`config.mk`:
```
export PLATFORM = sky130hd
export DESIGN_NAME = dtc_dual_timer
export DESIGN_NICKNAME = d
export VERILOG_FILES = /design/src/logic/dtc_pkg.sv /design/src/logic/dtc_dual_timer.sv
export SDC_FILE = /design/constraint.sdc
export NUM_CORES = 1
export LEC_CHECK = 0
export ABC_CLOCK_PERIOD_IN_PS = 3200
export BUFFER_PORTS_ARGS = -buffer_cell sky130_fd_sc_hd__buf_2
export CAP_MARGIN = 20
export CORE_MARGIN = 2
export CORE_UTILIZATION = 41
export CTS_BUF_LIST = sky130_fd_sc_hd__clkbuf_8
export DETAILED_ROUTE_END_ITERATION = 10
export HOLD_SLACK_MARGIN = 0.1
export PLACE_DENSITY = 0.6
export REMOVE_ABC_BUFFERS = 1
export SYNTH_ARGS = -nofsm -noshare
export SYNTH_HDL_FRONTEND = slang
export SYNTH_SLANG_ARGS = --single-unit
```
`constraint.sdc`:
```
create_clock -name core_clk -period 3.2 [get_ports core_clk]
set_input_delay 0.16 -clock core_clk [delete_from_list [all_inputs] [get_ports core_clk]]
set_output_delay 0.16 -clock core_clk [all_outputs]
set_load 0.03 [all_outputs]
```
`src/logic/dtc_pkg.sv`:
```
// Package: register map, field positions and timing constants for the timers
package dtc_pkg;
   // ==========================================================
   // Register offsets (byte addresses on the bus)
   localparam logic [7:0] DTC_RUN_FLAG_OFF = 8'h88;
   localparam logic [7:0] DTC_MODE_OFF = 8'h89;
   localparam logic [7:0] DTC_AUX_OFF = 8'hA6;
   localparam logic [7:0] DTC_ZERO_LOW_OFF = 8'h90;
   localparam logic [7:0] DTC_ONE_LOW_OFF = 8'h94;
   localparam logic [7:0] DTC_ZERO_HIGH_OFF = 8'h98;
   localparam logic [7:0] DTC_ONE_HIGH_OFF = 8'h9C;
   // Unmapped address: writes ignored, reads zero
   localparam logic [7:0] DTC_SPARE_OFF = 8'hA4;
   // ==========================================================
   // Reset values
   localparam logic [7:0] DTC_RESET_BYTE = 8'h00;
   // ==========================================================
   // Field positions
   localparam int DTC_ONE_FLAG_BIT = 7;
   localparam int DTC_ONE_RUN_BIT = 6;
   localparam int DTC_ZERO_FLAG_BIT = 5;
   localparam int DTC_ZERO_RUN_BIT = 4;
   localparam int DTC_GATE_BIT = 3;
   localparam int DTC_CT_BIT = 2;
   localparam int DTC_MODE_HI_BIT = 1;
   localparam int DTC_MODE_LO_BIT = 0;
   localparam int DTC_ZERO_FAST_BIT = 7;
   localparam int DTC_ONE_FAST_BIT = 6;
   localparam int DTC_CKOE_BIT = 0;
   // ==========================================================
   // Modes and timing
   localparam logic [1:0] DTC_MODE_13 = 2'h0;
   localparam logic [1:0] DTC_MODE_16 = 2'h1;
   localparam logic [1:0] DTC_MODE_RELOAD = 2'h2;
   localparam logic [1:0] DTC_MODE_SPLIT = 2'h3;
   localparam int DTC_SLOW_DIV = 12;
   localparam logic [3:0] DTC_DIV_LAST = 4'(DTC_SLOW_DIV - 1);
   localparam logic [4:0] DTC_PRESCALE_MAX = 5'h1F;
endpackage

```
`src/logic/dtc_dual_timer.sv`:
```
// Dual 16-bit timer/counter with Avalon-MM register slave
//
// The implementer's own choice: the Avalon-MM register port.
`timescale 1ns/1ps

module dtc_dual_timer
   import dtc_pkg::*;
(
   input wire logic core_clk,
   input wire logic rst,
   input wire logic [7:0] avsAddress,
   input wire logic avsRead,
   input wire logic avsWrite,
   input wire logic [31:0] avsWriteData,
   input wire logic [3:0] avsByteEnable,
   output logic [31:0] avsReadData,
   output logic avsWaitRequest,
   input wire logic zeroCountPin,
   input wire logic oneCountPin,
   input wire logic zeroGatePin,
   input wire logic oneGatePin,
   input wire logic zeroIntAck,
   input wire logic oneIntAck,
   output logic zeroOverflowFlag,
   output logic oneOverflowFlag,
   output logic clockOutPin,
   output logic clockOutEnable
);

   // ==========================================================
   // Pin synchronisers and edge detection
   logic [3:0] pinMeta_r;
   logic [3:0] pinSync_r;
   logic [1:0] countPrev_r;
   logic [1:0] countFall;

   // Two flops on each count and gate pin
   always_ff @(posedge core_clk or posedge rst) begin
      if (rst) begin
         pinMeta_r <= 4'h0;
         pinSync_r <= 4'h0;
         countPrev_r <= 2'h0;
      end else begin
         pinMeta_r <= {oneGatePin, zeroGatePin, oneCountPin, zeroCountPin};
         pinSync_r <= pinMeta_r;
         countPrev_r <= pinSync_r[1:0];
      end
   end

   assign countFall = countPrev_r & ~pinSync_r[1:0];

   // ==========================================================
   // Shared divide-by-twelve
   logic [3:0] divCnt_r;
   logic slowTick;

   always_ff @(posedge core_clk or posedge rst) begin
      if (rst) begin
         divCnt_r <= 4'h0;
      end else if (divCnt_r == DTC_DIV_LAST) begin
         divCnt_r <= 4'h0;
      end else begin
         divCnt_r <= divCnt_r + 4'h1;
      end
   end
   assign slowTick = (divCnt_r == DTC_DIV_LAST);

   // ==========================================================
   // Registers
   logic [7:0] modeCfg_r;
   logic [7:0] auxCfg_r;
   logic zeroRun_r;
   logic oneRun_r;
   logic zeroFlag_r;
   logic oneFlag_r;
   logic [3:0] runCtlLow_r;
   logic [7:0] zeroLow_r;
   logic [7:0] zeroHigh_r;
   logic [7:0] oneLow_r;
   logic [7:0] oneHigh_r;

   // Bus decode, zero wait states
   logic wrEn;
   logic wrRunFlag;
   logic wrMode;
   logic wrAux;
   logic wrZeroLow;
   logic wrZeroHigh;
   logic wrOneLow;
   logic wrOneHigh;
   logic [7:0] wrByte;
   assign avsWaitRequest = 1'b0;
   assign wrEn = avsWrite & avsByteEnable[0];
   assign wrByte = avsWriteData[7:0];
   assign wrRunFlag = wrEn && (avsAddress == DTC_RUN_FLAG_OFF);
   assign wrMode = wrEn && (avsAddress == DTC_MODE_OFF);
   assign wrAux = wrEn && (avsAddress == DTC_AUX_OFF);
   assign wrZeroLow = wrEn && (avsAddress == DTC_ZERO_LOW_OFF);
   assign wrZeroHigh = wrEn && (avsAddress == DTC_ZERO_HIGH_OFF);
   assign wrOneLow = wrEn && (avsAddress == DTC_ONE_LOW_OFF);
   assign wrOneHigh = wrEn && (avsAddress == DTC_ONE_HIGH_OFF);

   // ==========================================================
   // Count enables per timer
   logic [1:0] zeroMode;
   logic [1:0] oneMode;
   logic zeroTick;
   logic oneTick;
   logic splitHighTick;
   logic zeroRunOk;
   logic oneRunOk;

   // Tick source: pin edge, fast clock or twelfth
   function automatic logic pick_tick(input logic isCounter,
                                      input logic fall,
                                      input logic fast,
                                      input logic slow);
      // counter counts pin, timer counts clock
      if (isCounter) begin
         return fall;
      end
      return fast ? 1'b1 : slow;
   endfunction

   // Gate qualification
   function automatic logic gate_ok(input logic run,
                                    input logic gate,
                                    input logic pin);
      return run & (~gate | pin);
   endfunction

   assign zeroMode = modeCfg_r[DTC_MODE_HI_BIT:DTC_MODE_LO_BIT];
   assign oneMode = modeCfg_r[DTC_MODE_HI_BIT + 4:DTC_MODE_LO_BIT + 4];
   // low nibble timer zero, high nibble one
   assign zeroRunOk = gate_ok(zeroRun_r, modeCfg_r[DTC_GATE_BIT],
                              pinSync_r[2]);
   assign oneRunOk = gate_ok(oneRun_r, modeCfg_r[DTC_GATE_BIT + 4],
                             pinSync_r[3]);
   assign zeroTick = zeroRunOk & pick_tick(modeCfg_r[DTC_CT_BIT],
      countFall[0], auxCfg_r[DTC_ZERO_FAST_BIT], slowTick);
   assign oneTick = oneRunOk & (oneMode != DTC_MODE_SPLIT) &
      pick_tick(modeCfg_r[DTC_CT_BIT + 4], countFall[1],
                auxCfg_r[DTC_ONE_FAST_BIT], slowTick);
   // high byte: timer only, timer one run
   assign splitHighTick = oneRun_r &
      (auxCfg_r[DTC_ZERO_FAST_BIT] | slowTick);

   // ==========================================================
   // Next-count arithmetic, shared by both timers
   typedef struct packed {
      logic [7:0] low;
      logic [7:0] high;
      logic ovf;
   } dtc_next_t;

   function automatic dtc_next_t step(input logic [1:0] mode,
                                      input logic [7:0] lo,
                                      input logic [7:0] hi);
      dtc_next_t r;
      r.low = lo;
      r.high = hi;
      r.ovf = 1'b0;
      unique case (mode)
         DTC_MODE_13: begin
            // five low bits prescale high byte
            r.low = {lo[7:5], lo[4:0] + 5'h01};
            if (lo[4:0] == DTC_PRESCALE_MAX) begin
               r.high = hi + 8'h01;
               r.ovf = (hi == 8'hFF);
            end
         end
         DTC_MODE_16: begin
            {r.high, r.low} = {hi, lo} + 16'h0001;
            r.ovf = ({hi, lo} == 16'hFFFF);
         end
         DTC_MODE_RELOAD: begin
            r.ovf = (lo == 8'hFF);
            r.low = r.ovf ? hi : lo + 8'h01;
         end
         DTC_MODE_SPLIT: begin
            r.low = lo + 8'h01;
            r.ovf = (lo == 8'hFF);
         end
      endcase
      return r;
   endfunction

   dtc_next_t zeroNext;
   dtc_next_t oneNext;
   logic [7:0] splitHighNext;
   logic zeroSplit;
   logic zeroOvf;
   logic oneOvf;
   // Next values for both timers
   assign zeroNext = step(zeroMode, zeroLow_r, zeroHigh_r);
   assign oneNext = step(oneMode, oneLow_r, oneHigh_r);
   assign zeroSplit = (zeroMode == DTC_MODE_SPLIT);
   assign splitHighNext = zeroHigh_r + 8'h01;
   assign zeroOvf = zeroTick & zeroNext.ovf;
   // split high byte overflow drives timer one flag
   assign oneOvf = zeroSplit ? (splitHighTick & (zeroHigh_r == 8'hFF))
                             : (oneTick & oneNext.ovf);

   // ==========================================================
   // Count registers; run bit never resets them
   // count written in the detection cycle
   always_ff @(posedge core_clk or posedge rst) begin
      if (rst) begin
         zeroLow_r <= DTC_RESET_BYTE;
         zeroHigh_r <= DTC_RESET_BYTE;
      end else begin
         if (wrZeroLow) begin
            zeroLow_r <= wrByte;
         end else if (zeroTick) begin
            zeroLow_r <= zeroNext.low;
         end
         if (wrZeroHigh) begin
            zeroHigh_r <= wrByte;
         end else if (zeroSplit) begin
            if (splitHighTick) begin
               zeroHigh_r <= splitHighNext;
            end
         end else if (zeroTick) begin
            zeroHigh_r <= zeroNext.high;
         end
      end
   end

   // Timer one count registers
   always_ff @(posedge core_clk or posedge rst) begin
      if (rst) begin
         oneLow_r <= DTC_RESET_BYTE;
         oneHigh_r <= DTC_RESET_BYTE;
      end else begin
         if (wrOneLow) begin
            oneLow_r <= wrByte;
         end else if (oneTick) begin
            oneLow_r <= oneNext.low;
         end
         if (wrOneHigh) begin
            oneHigh_r <= wrByte;
         end else if (oneTick) begin
            oneHigh_r <= oneNext.high;
         end
      end
   end

   // ==========================================================
   // Control, mode and aux registers
   // run bits written by software
   always_ff @(posedge core_clk or posedge rst) begin
      if (rst) begin
         modeCfg_r <= DTC_RESET_BYTE;
         auxCfg_r <= DTC_RESET_BYTE;
         zeroRun_r <= 1'b0;
         oneRun_r <= 1'b0;
         runCtlLow_r <= DTC_RESET_BYTE[3:0];
      end else begin
         if (wrMode) begin
            modeCfg_r <= wrByte;
         end
         if (wrAux) begin
            auxCfg_r <= wrByte;
         end
         if (wrRunFlag) begin
            zeroRun_r <= wrByte[DTC_ZERO_RUN_BIT];
            oneRun_r <= wrByte[DTC_ONE_RUN_BIT];
            runCtlLow_r <= wrByte[3:0];
         end
      end
   end

   // Overflow flags: set beats acknowledge and write
   // hardware set has priority
   always_ff @(posedge core_clk or posedge rst) begin
      if (rst) begin
         zeroFlag_r <= 1'b0;
         oneFlag_r <= 1'b0;
      end else begin
         if (zeroOvf) begin
            zeroFlag_r <= 1'b1;
         end else if (zeroIntAck) begin
            zeroFlag_r <= 1'b0;
         end else if (wrRunFlag) begin
            zeroFlag_r <= wrByte[DTC_ZERO_FLAG_BIT];
         end
         if (oneOvf) begin
            oneFlag_r <= 1'b1;
         end else if (oneIntAck) begin
            oneFlag_r <= 1'b0;
         end else if (wrRunFlag) begin
            oneFlag_r <= wrByte[DTC_ONE_FLAG_BIT];
         end
      end
   end
   assign zeroOverflowFlag = zeroFlag_r;
   assign oneOverflowFlag = oneFlag_r;

   // ==========================================================
   // Clock-out: toggle on each timer zero overflow
   logic clkOut_r;
   always_ff @(posedge core_clk or posedge rst) begin
      if (rst) begin
         clkOut_r <= 1'b0;
      end else if (!auxCfg_r[DTC_CKOE_BIT]) begin
         clkOut_r <= 1'b0;
      end else if (zeroOvf) begin
         clkOut_r <= ~clkOut_r;
      end
   end
   assign clockOutPin = clkOut_r;
   assign clockOutEnable = auxCfg_r[DTC_CKOE_BIT];

   // ==========================================================
   // Read mux, live read data, registered copy held between reads
   logic [7:0] rdByte;
   logic [7:0] runFlagView;
   logic [31:0] rdData_r;
   // Run/flag byte as software sees it
   assign runFlagView = {oneFlag_r, oneRun_r, zeroFlag_r, zeroRun_r,
                         runCtlLow_r};
   // Unmapped addresses read as zero
   assign rdByte =
      (avsAddress == DTC_RUN_FLAG_OFF) ? runFlagView :
      (avsAddress == DTC_MODE_OFF) ? modeCfg_r :
      (avsAddress == DTC_AUX_OFF) ? auxCfg_r :
      (avsAddress == DTC_ZERO_LOW_OFF) ? zeroLow_r :
      (avsAddress == DTC_ZERO_HIGH_OFF) ? zeroHigh_r :
      (avsAddress == DTC_ONE_LOW_OFF) ? oneLow_r :
      (avsAddress == DTC_ONE_HIGH_OFF) ? oneHigh_r : DTC_RESET_BYTE;

   // Read data captured while read is high
   always_ff @(posedge core_clk or posedge rst) begin
      if (rst) begin
         rdData_r <= 32'h0000_0000;
      end else if (avsRead) begin
         rdData_r <= {24'h00_0000, rdByte};
      end
   end
   // Live data during a read, last read data otherwise
   assign avsReadData = avsRead ? {24'h00_0000, rdByte} : rdData_r;
endmodule

```
# Word level (Yosys, flattened, before mapping)
# Index checks and enable logic that the tools add are counted.
# totals
reg_bits,103
output_inout_bits,37
word_cells,144
# classes
add_sub_neg,9
n_eq_ne,29
mux,46
bitwise_logic,18
n_reduce_logical,23
# op_table
cell,n
$mux W8,19
$eq A8 B8 Y1 const B,11
$pmux W8 S4,2
$add A16 B1 Y16 const B,2
$add A8 B1 Y8 const B,4
$eq A16 B16 Y1 const B,2
$mux W32,1
$pmux W8 S2,2
$mux W9,2
$mux W1,17
$reduce_bool A3 Y1,4
$add A5 B1 Y5 const B,2
$and A1 B1 Y1,10
$eq A5 B5 Y1 const B,2
$eq A2 B2 Y1 const B,4
$logic_and A1 B1 Y1,7
$ne A2 B2 Y1 const B,3
$ne A3 B3 Y1 const B,2
$pmux W1 S3,2
$reduce_bool A2 Y1,3
$add A4 B1 Y4 const B,1
$eq A2 B1 Y1 const B,2
$eq A4 B4 Y1 const B,1
$logic_not A2 Y1,2
other kinds (12),18

# Logic depth before layout (Yosys ltp)
# logic_depth
ltp_word,9
ltp_mapped,9

# Worst setup path after synthesis
# Ideal clock, no wire load.
# synth_timing
path_type,reg-to-reg
startpoint,reg oneLow_r[0]
endpoint,reg oneHigh_r[2]
setup_ns,0.082
t_arrival_ns,2.422
t_required_ns,3.118
setup_slack_ns,0.696
path_stages_with_launch,10
path_buffers,0
synth_period_minus_slack_ns,2.504
path_cell_list,dfrtp_1 ha_1 nand3_1 inv_1 ha_1 or3b_2 o31ai_1 nand4_1 or4_1 a31oi_1
# synth_via
elab_chain_cells,4
elab_cells_between_ends,7
cone_classes,add/sub (1); eq/ne (2); mux (3); reduce/logical (1)
# synth_rtl
item,line,text
"start, declared",dtc_dual_timer.sv:79,logic [7:0] oneLow_r;
"start signal, assigned",dtc_dual_timer.sv:236,oneLow_r <= wrByte;
"start signal, assigned",dtc_dual_timer.sv:238,oneLow_r <= oneNext.low;
$add A16 B1 Y16,dtc_dual_timer.sv:173,"{r.high, r.low} = {hi, lo} + 16'h0001;"
$pmux W8 S2,dtc_dual_timer.sv:163,unique case (mode)
$mux W8,dtc_dual_timer.sv:242,end else if (oneTick) begin
$mux W8,dtc_dual_timer.sv:240,if (wrOneHigh) begin
"end signal, assigned",dtc_dual_timer.sv:241,oneHigh_r <= wrByte;
"end signal, assigned",dtc_dual_timer.sv:243,oneHigh_r <= oneNext.high;
"end, declared",dtc_dual_timer.sv:80,logic [7:0] oneHigh_r;
# Several ways; a longest one is shown, not always the timed one. The select of a mux whose other input is x is not followed.
# A chain may end at the register's enable or synchronous reset.

# Final worst setup path
# Ends and elaborated chain as after synthesis.

==> results.md <==
- Via density: 5.85
- ANT cells: 0
- Main flop type after synthesis: dfrtp_1
- Distinct cells, synth: 73
- Register bit total from synthesis: 103
- Nets: 683
- Clock sink count: 103
- Cells after Synth: 558
- Peak supply drop: 0.000268 V
- Number of global-route vias before repair: 4448
- Post-Syn Area: 5560 sq um
- Final WL: 15.3 mm
- Worst setup SP type: flop
- Initial antenna violation count: 0
- CTS Buf Count: 9
- Sequential fraction of the synthesis area: 0.464
- Element type at the critical path end: flop
- Starting DRT DRC Count: 452
- WHS: 120 ps
- Core Area: 13200 sq um
- Fmax: 361 MHz
- Worst Path Max Fanout: 6
- FP Rows: 42
- Met1 Track Usage GR: 0.311
- Crit path time final: 2770 ps
- Run status: finished, final reports clean
- 1st-pass router iterations: 5
- Grt ovf: 0
- Grt met2 use: 0.334
- MaxCap Viol Count: 0
- Total power draw: 0.00287 W
- Average size of a mapped cell: 9.96 sq um
- ANT nets after route: 0
- EDFF count, synth: 0
- Warnings from Yosys: 0
- Setup Total Neg Slack: 0 ps
- Top-level port count: 91
- Synthesis-to-finish area growth: 13.4%
- Clk_skew: 13.2 ps
- Drt wl/cell: 19.1 um
- Clock Pin Slew Worst Setup and Hold Paths: 100 ps
- Hold_buf cts: 7
- Top Usage Layer GRT: met2
- Largest net degree at the start of global routing: 81
- # DRC: 0
- Die area: 14500 sq um
- Final Hold Fails: 0
- Fin crit share: 0.865
- CTS Root Cell: clkbuf_8
- Ys async rst share: 1.00
- CTS tree: done
- Resize count post-CTS: 0
- Worst-Skew Late Latency: 390 ps
- GRT Resource Usage Total: 0.219
- First-pass GRT wire length: 24.3 mm
- Vias: 4699
- Critical path class: flop to flop
- # Post-CTS Setup Buffers: 0
- RD Place Congestion: 0.888
- Hold WC Path Type: input pin to flop
- IO buf count: 62
- CTS H-tree lvls: 3
- Initial Util: 0.420
- Max-slew headroom: 0.440
- RSZ-0062 raised after global routing: false
- Data arrival, critical path: 3080 ps
- Layout cells sized above 1: 0.220
- Met3 Usage GRT: 0.0481
- Setup-failing EPs final: 0
- Pwr dens: 455 nW/um^2
- CP required: 3510 ps
- CTS Buffer Depth: 2
- HPWL after DPL: 11.0 mm
- Worst slew pin tran: 834 ps
- Die Width: 120 um
- Die Ht: 120 um
- P_leak: 2.81 nW
- Final Max Slew Viols: 0
-- routing by layer --
metal	part of all wire	wire length [um]
met5	0	0
met4	0.024	367
met3	0.073	1120
met2	0.44	6800
met1	0.46	7010
-- worst paths after layout --
kind | from | end | slack (ps) | cells after the start
hold / removal | avsWriteData[3] | zeroHigh_r[3] | 120 | 3
hold reg to reg | pinMeta_r[1] | pinSync_r[1] | 360 | 0
setup / recovery | oneLow_r[0] | oneHigh_r[2] | 430 | 9
setup reg to reg | oneLow_r[0] | oneHigh_r[2] | 430 | 9
max in group asynchronous | rst | rdData_r[14] | 2040 | 5
min in group asynchronous | rst | countPrev_r[1] | 220 | 3
-- worst max-delay path: stages, from the launching register on --
cell     delay [ps]
dfrtp_1         440
ha_1            230
nand3_1         170
inv_1           120
ha_1            230
or3b_2          470
o31ai_1          80
nand4_1         230
or4_1           520
a31oi_1         190
-- placed cells by master, fill, tap and decap left out, types with 3 or more instances in the layout --
cell type	instances
or3_1	10
nor3_1	11
a21oi_1	16
nor4_1	4
or2_2	4
o211ai_1	3
nor2_1	33
clkbuf_8	11
dlygate4sd3_1	7
mux2_2	30
mux2i_1	15
o21ai_0	34
buf_4	7
dfrtp_1	103
a221oi_1	9
o221ai_1	6
buf_2	62
nor2b_1	27
a22oi_1	10
a31oi_1	12
nand2b_1	11
nand3_1	13
o31ai_1	10
inv_1	17
nand4_1	8
and3_1	8
nand2_1	60
nor3b_1	3
ha_1	7
or4_1	8
xnor2_1	4
-- through the flow --
| step | instances | util | worst slack (ps) | instance area [sq um] |
|---|---|---|---|---|
| global route | 803 | 0.476 | 307 | 6300 |
| finish | 803 | 0.476 | 431 | 6300 |
| global placement | 779 | 0.454 | 578 | 6010 |
| CTS | 802 | 0.474 | 462 | 6270 |
| detailed placement | 779 | 0.454 | 495 | 6010 |
| floorplan | 534 | - | 336 | 5430 |
-- registers in the layout, indices dropped and copies added (netlist names), 8 cells and up --
name and cells:
auxCfg_r 8, modeCfg_r 8, oneHigh_r 8, oneLow_r 8
rdData_r 32, zeroHigh_r 8, zeroLow_r 8
-- layout make-up --
cell class	count	area, sq um
Tap cell	176	220
Inverter	18	70.1
Clock buffer	11	151
Fill cell	1284	6940
Timing Repair Buffer	77	460
Clock inverter	5	38.8
Multi-Input combinational cell	413	2780
Sequential cell	103	2580
-- report_power, final --
group / total, W / switching, W / internal [W]
combinational: 0.000555 / 0.000313 / 0.000242
sequential: 0.00150 / 0.000127 / 0.00138
clock: 0.000811 / 0.000477 / 0.000334
total: 0.00287 / 0.000917 / 0.00195
-- synth_stat cells (3+ instances only) --
library cell / n / area share
a21oi_1: 16 / 0.014
a221oi_1: 9 / 0.014
a22oi_1: 10 / 0.014
a31oi_1: 12 / 0.014
and3_1: 8 / 0.0090
buf_6: 3 / 0.0061
clkbuf_1: 17 / 0.011
dfrtp_1: 103 / 0.46
ha_1: 7 / 0.016
inv_1: 18 / 0.012
mux2_2: 30 / 0.061
mux2i_1: 15 / 0.027
nand2_1: 60 / 0.041
nand2b_1: 11 / 0.012
nand3_1: 13 / 0.012
nand4_1: 8 / 0.0090
nor2_1: 33 / 0.022
nor2b_1: 27 / 0.030
nor3_1: 11 / 0.0099
nor3b_1: 3 / 0.0041
nor4_1: 4 / 0.0045
o211ai_1: 3 / 0.0041
o21ai_0: 34 / 0.031
o221ai_1: 6 / 0.0095
o31ai_1: 10 / 0.014
or2_2: 4 / 0.0045
or3_1: 10 / 0.011
or4_1: 8 / 0.011
xnor2_1: 4 / 0.0063
-- cells by family (layout without fill, tap and decap cells) --
family	Yosys count	count (layout)	synth area share
AND/OR/NAND/NOR	220	220	0.216
adder cells (fa/ha/maj)	7	7	0.0158
flip-flops	103	103	0.464
buffers and inverters	42	111	0.0351
AO/OA/AOI/OAI	133	133	0.165
other	1	1	0.000675
multiplexers	47	47	0.0959
XOR/XNOR	5	5	0.00788
No activity file was read; power rests on OpenSTA's default activity.
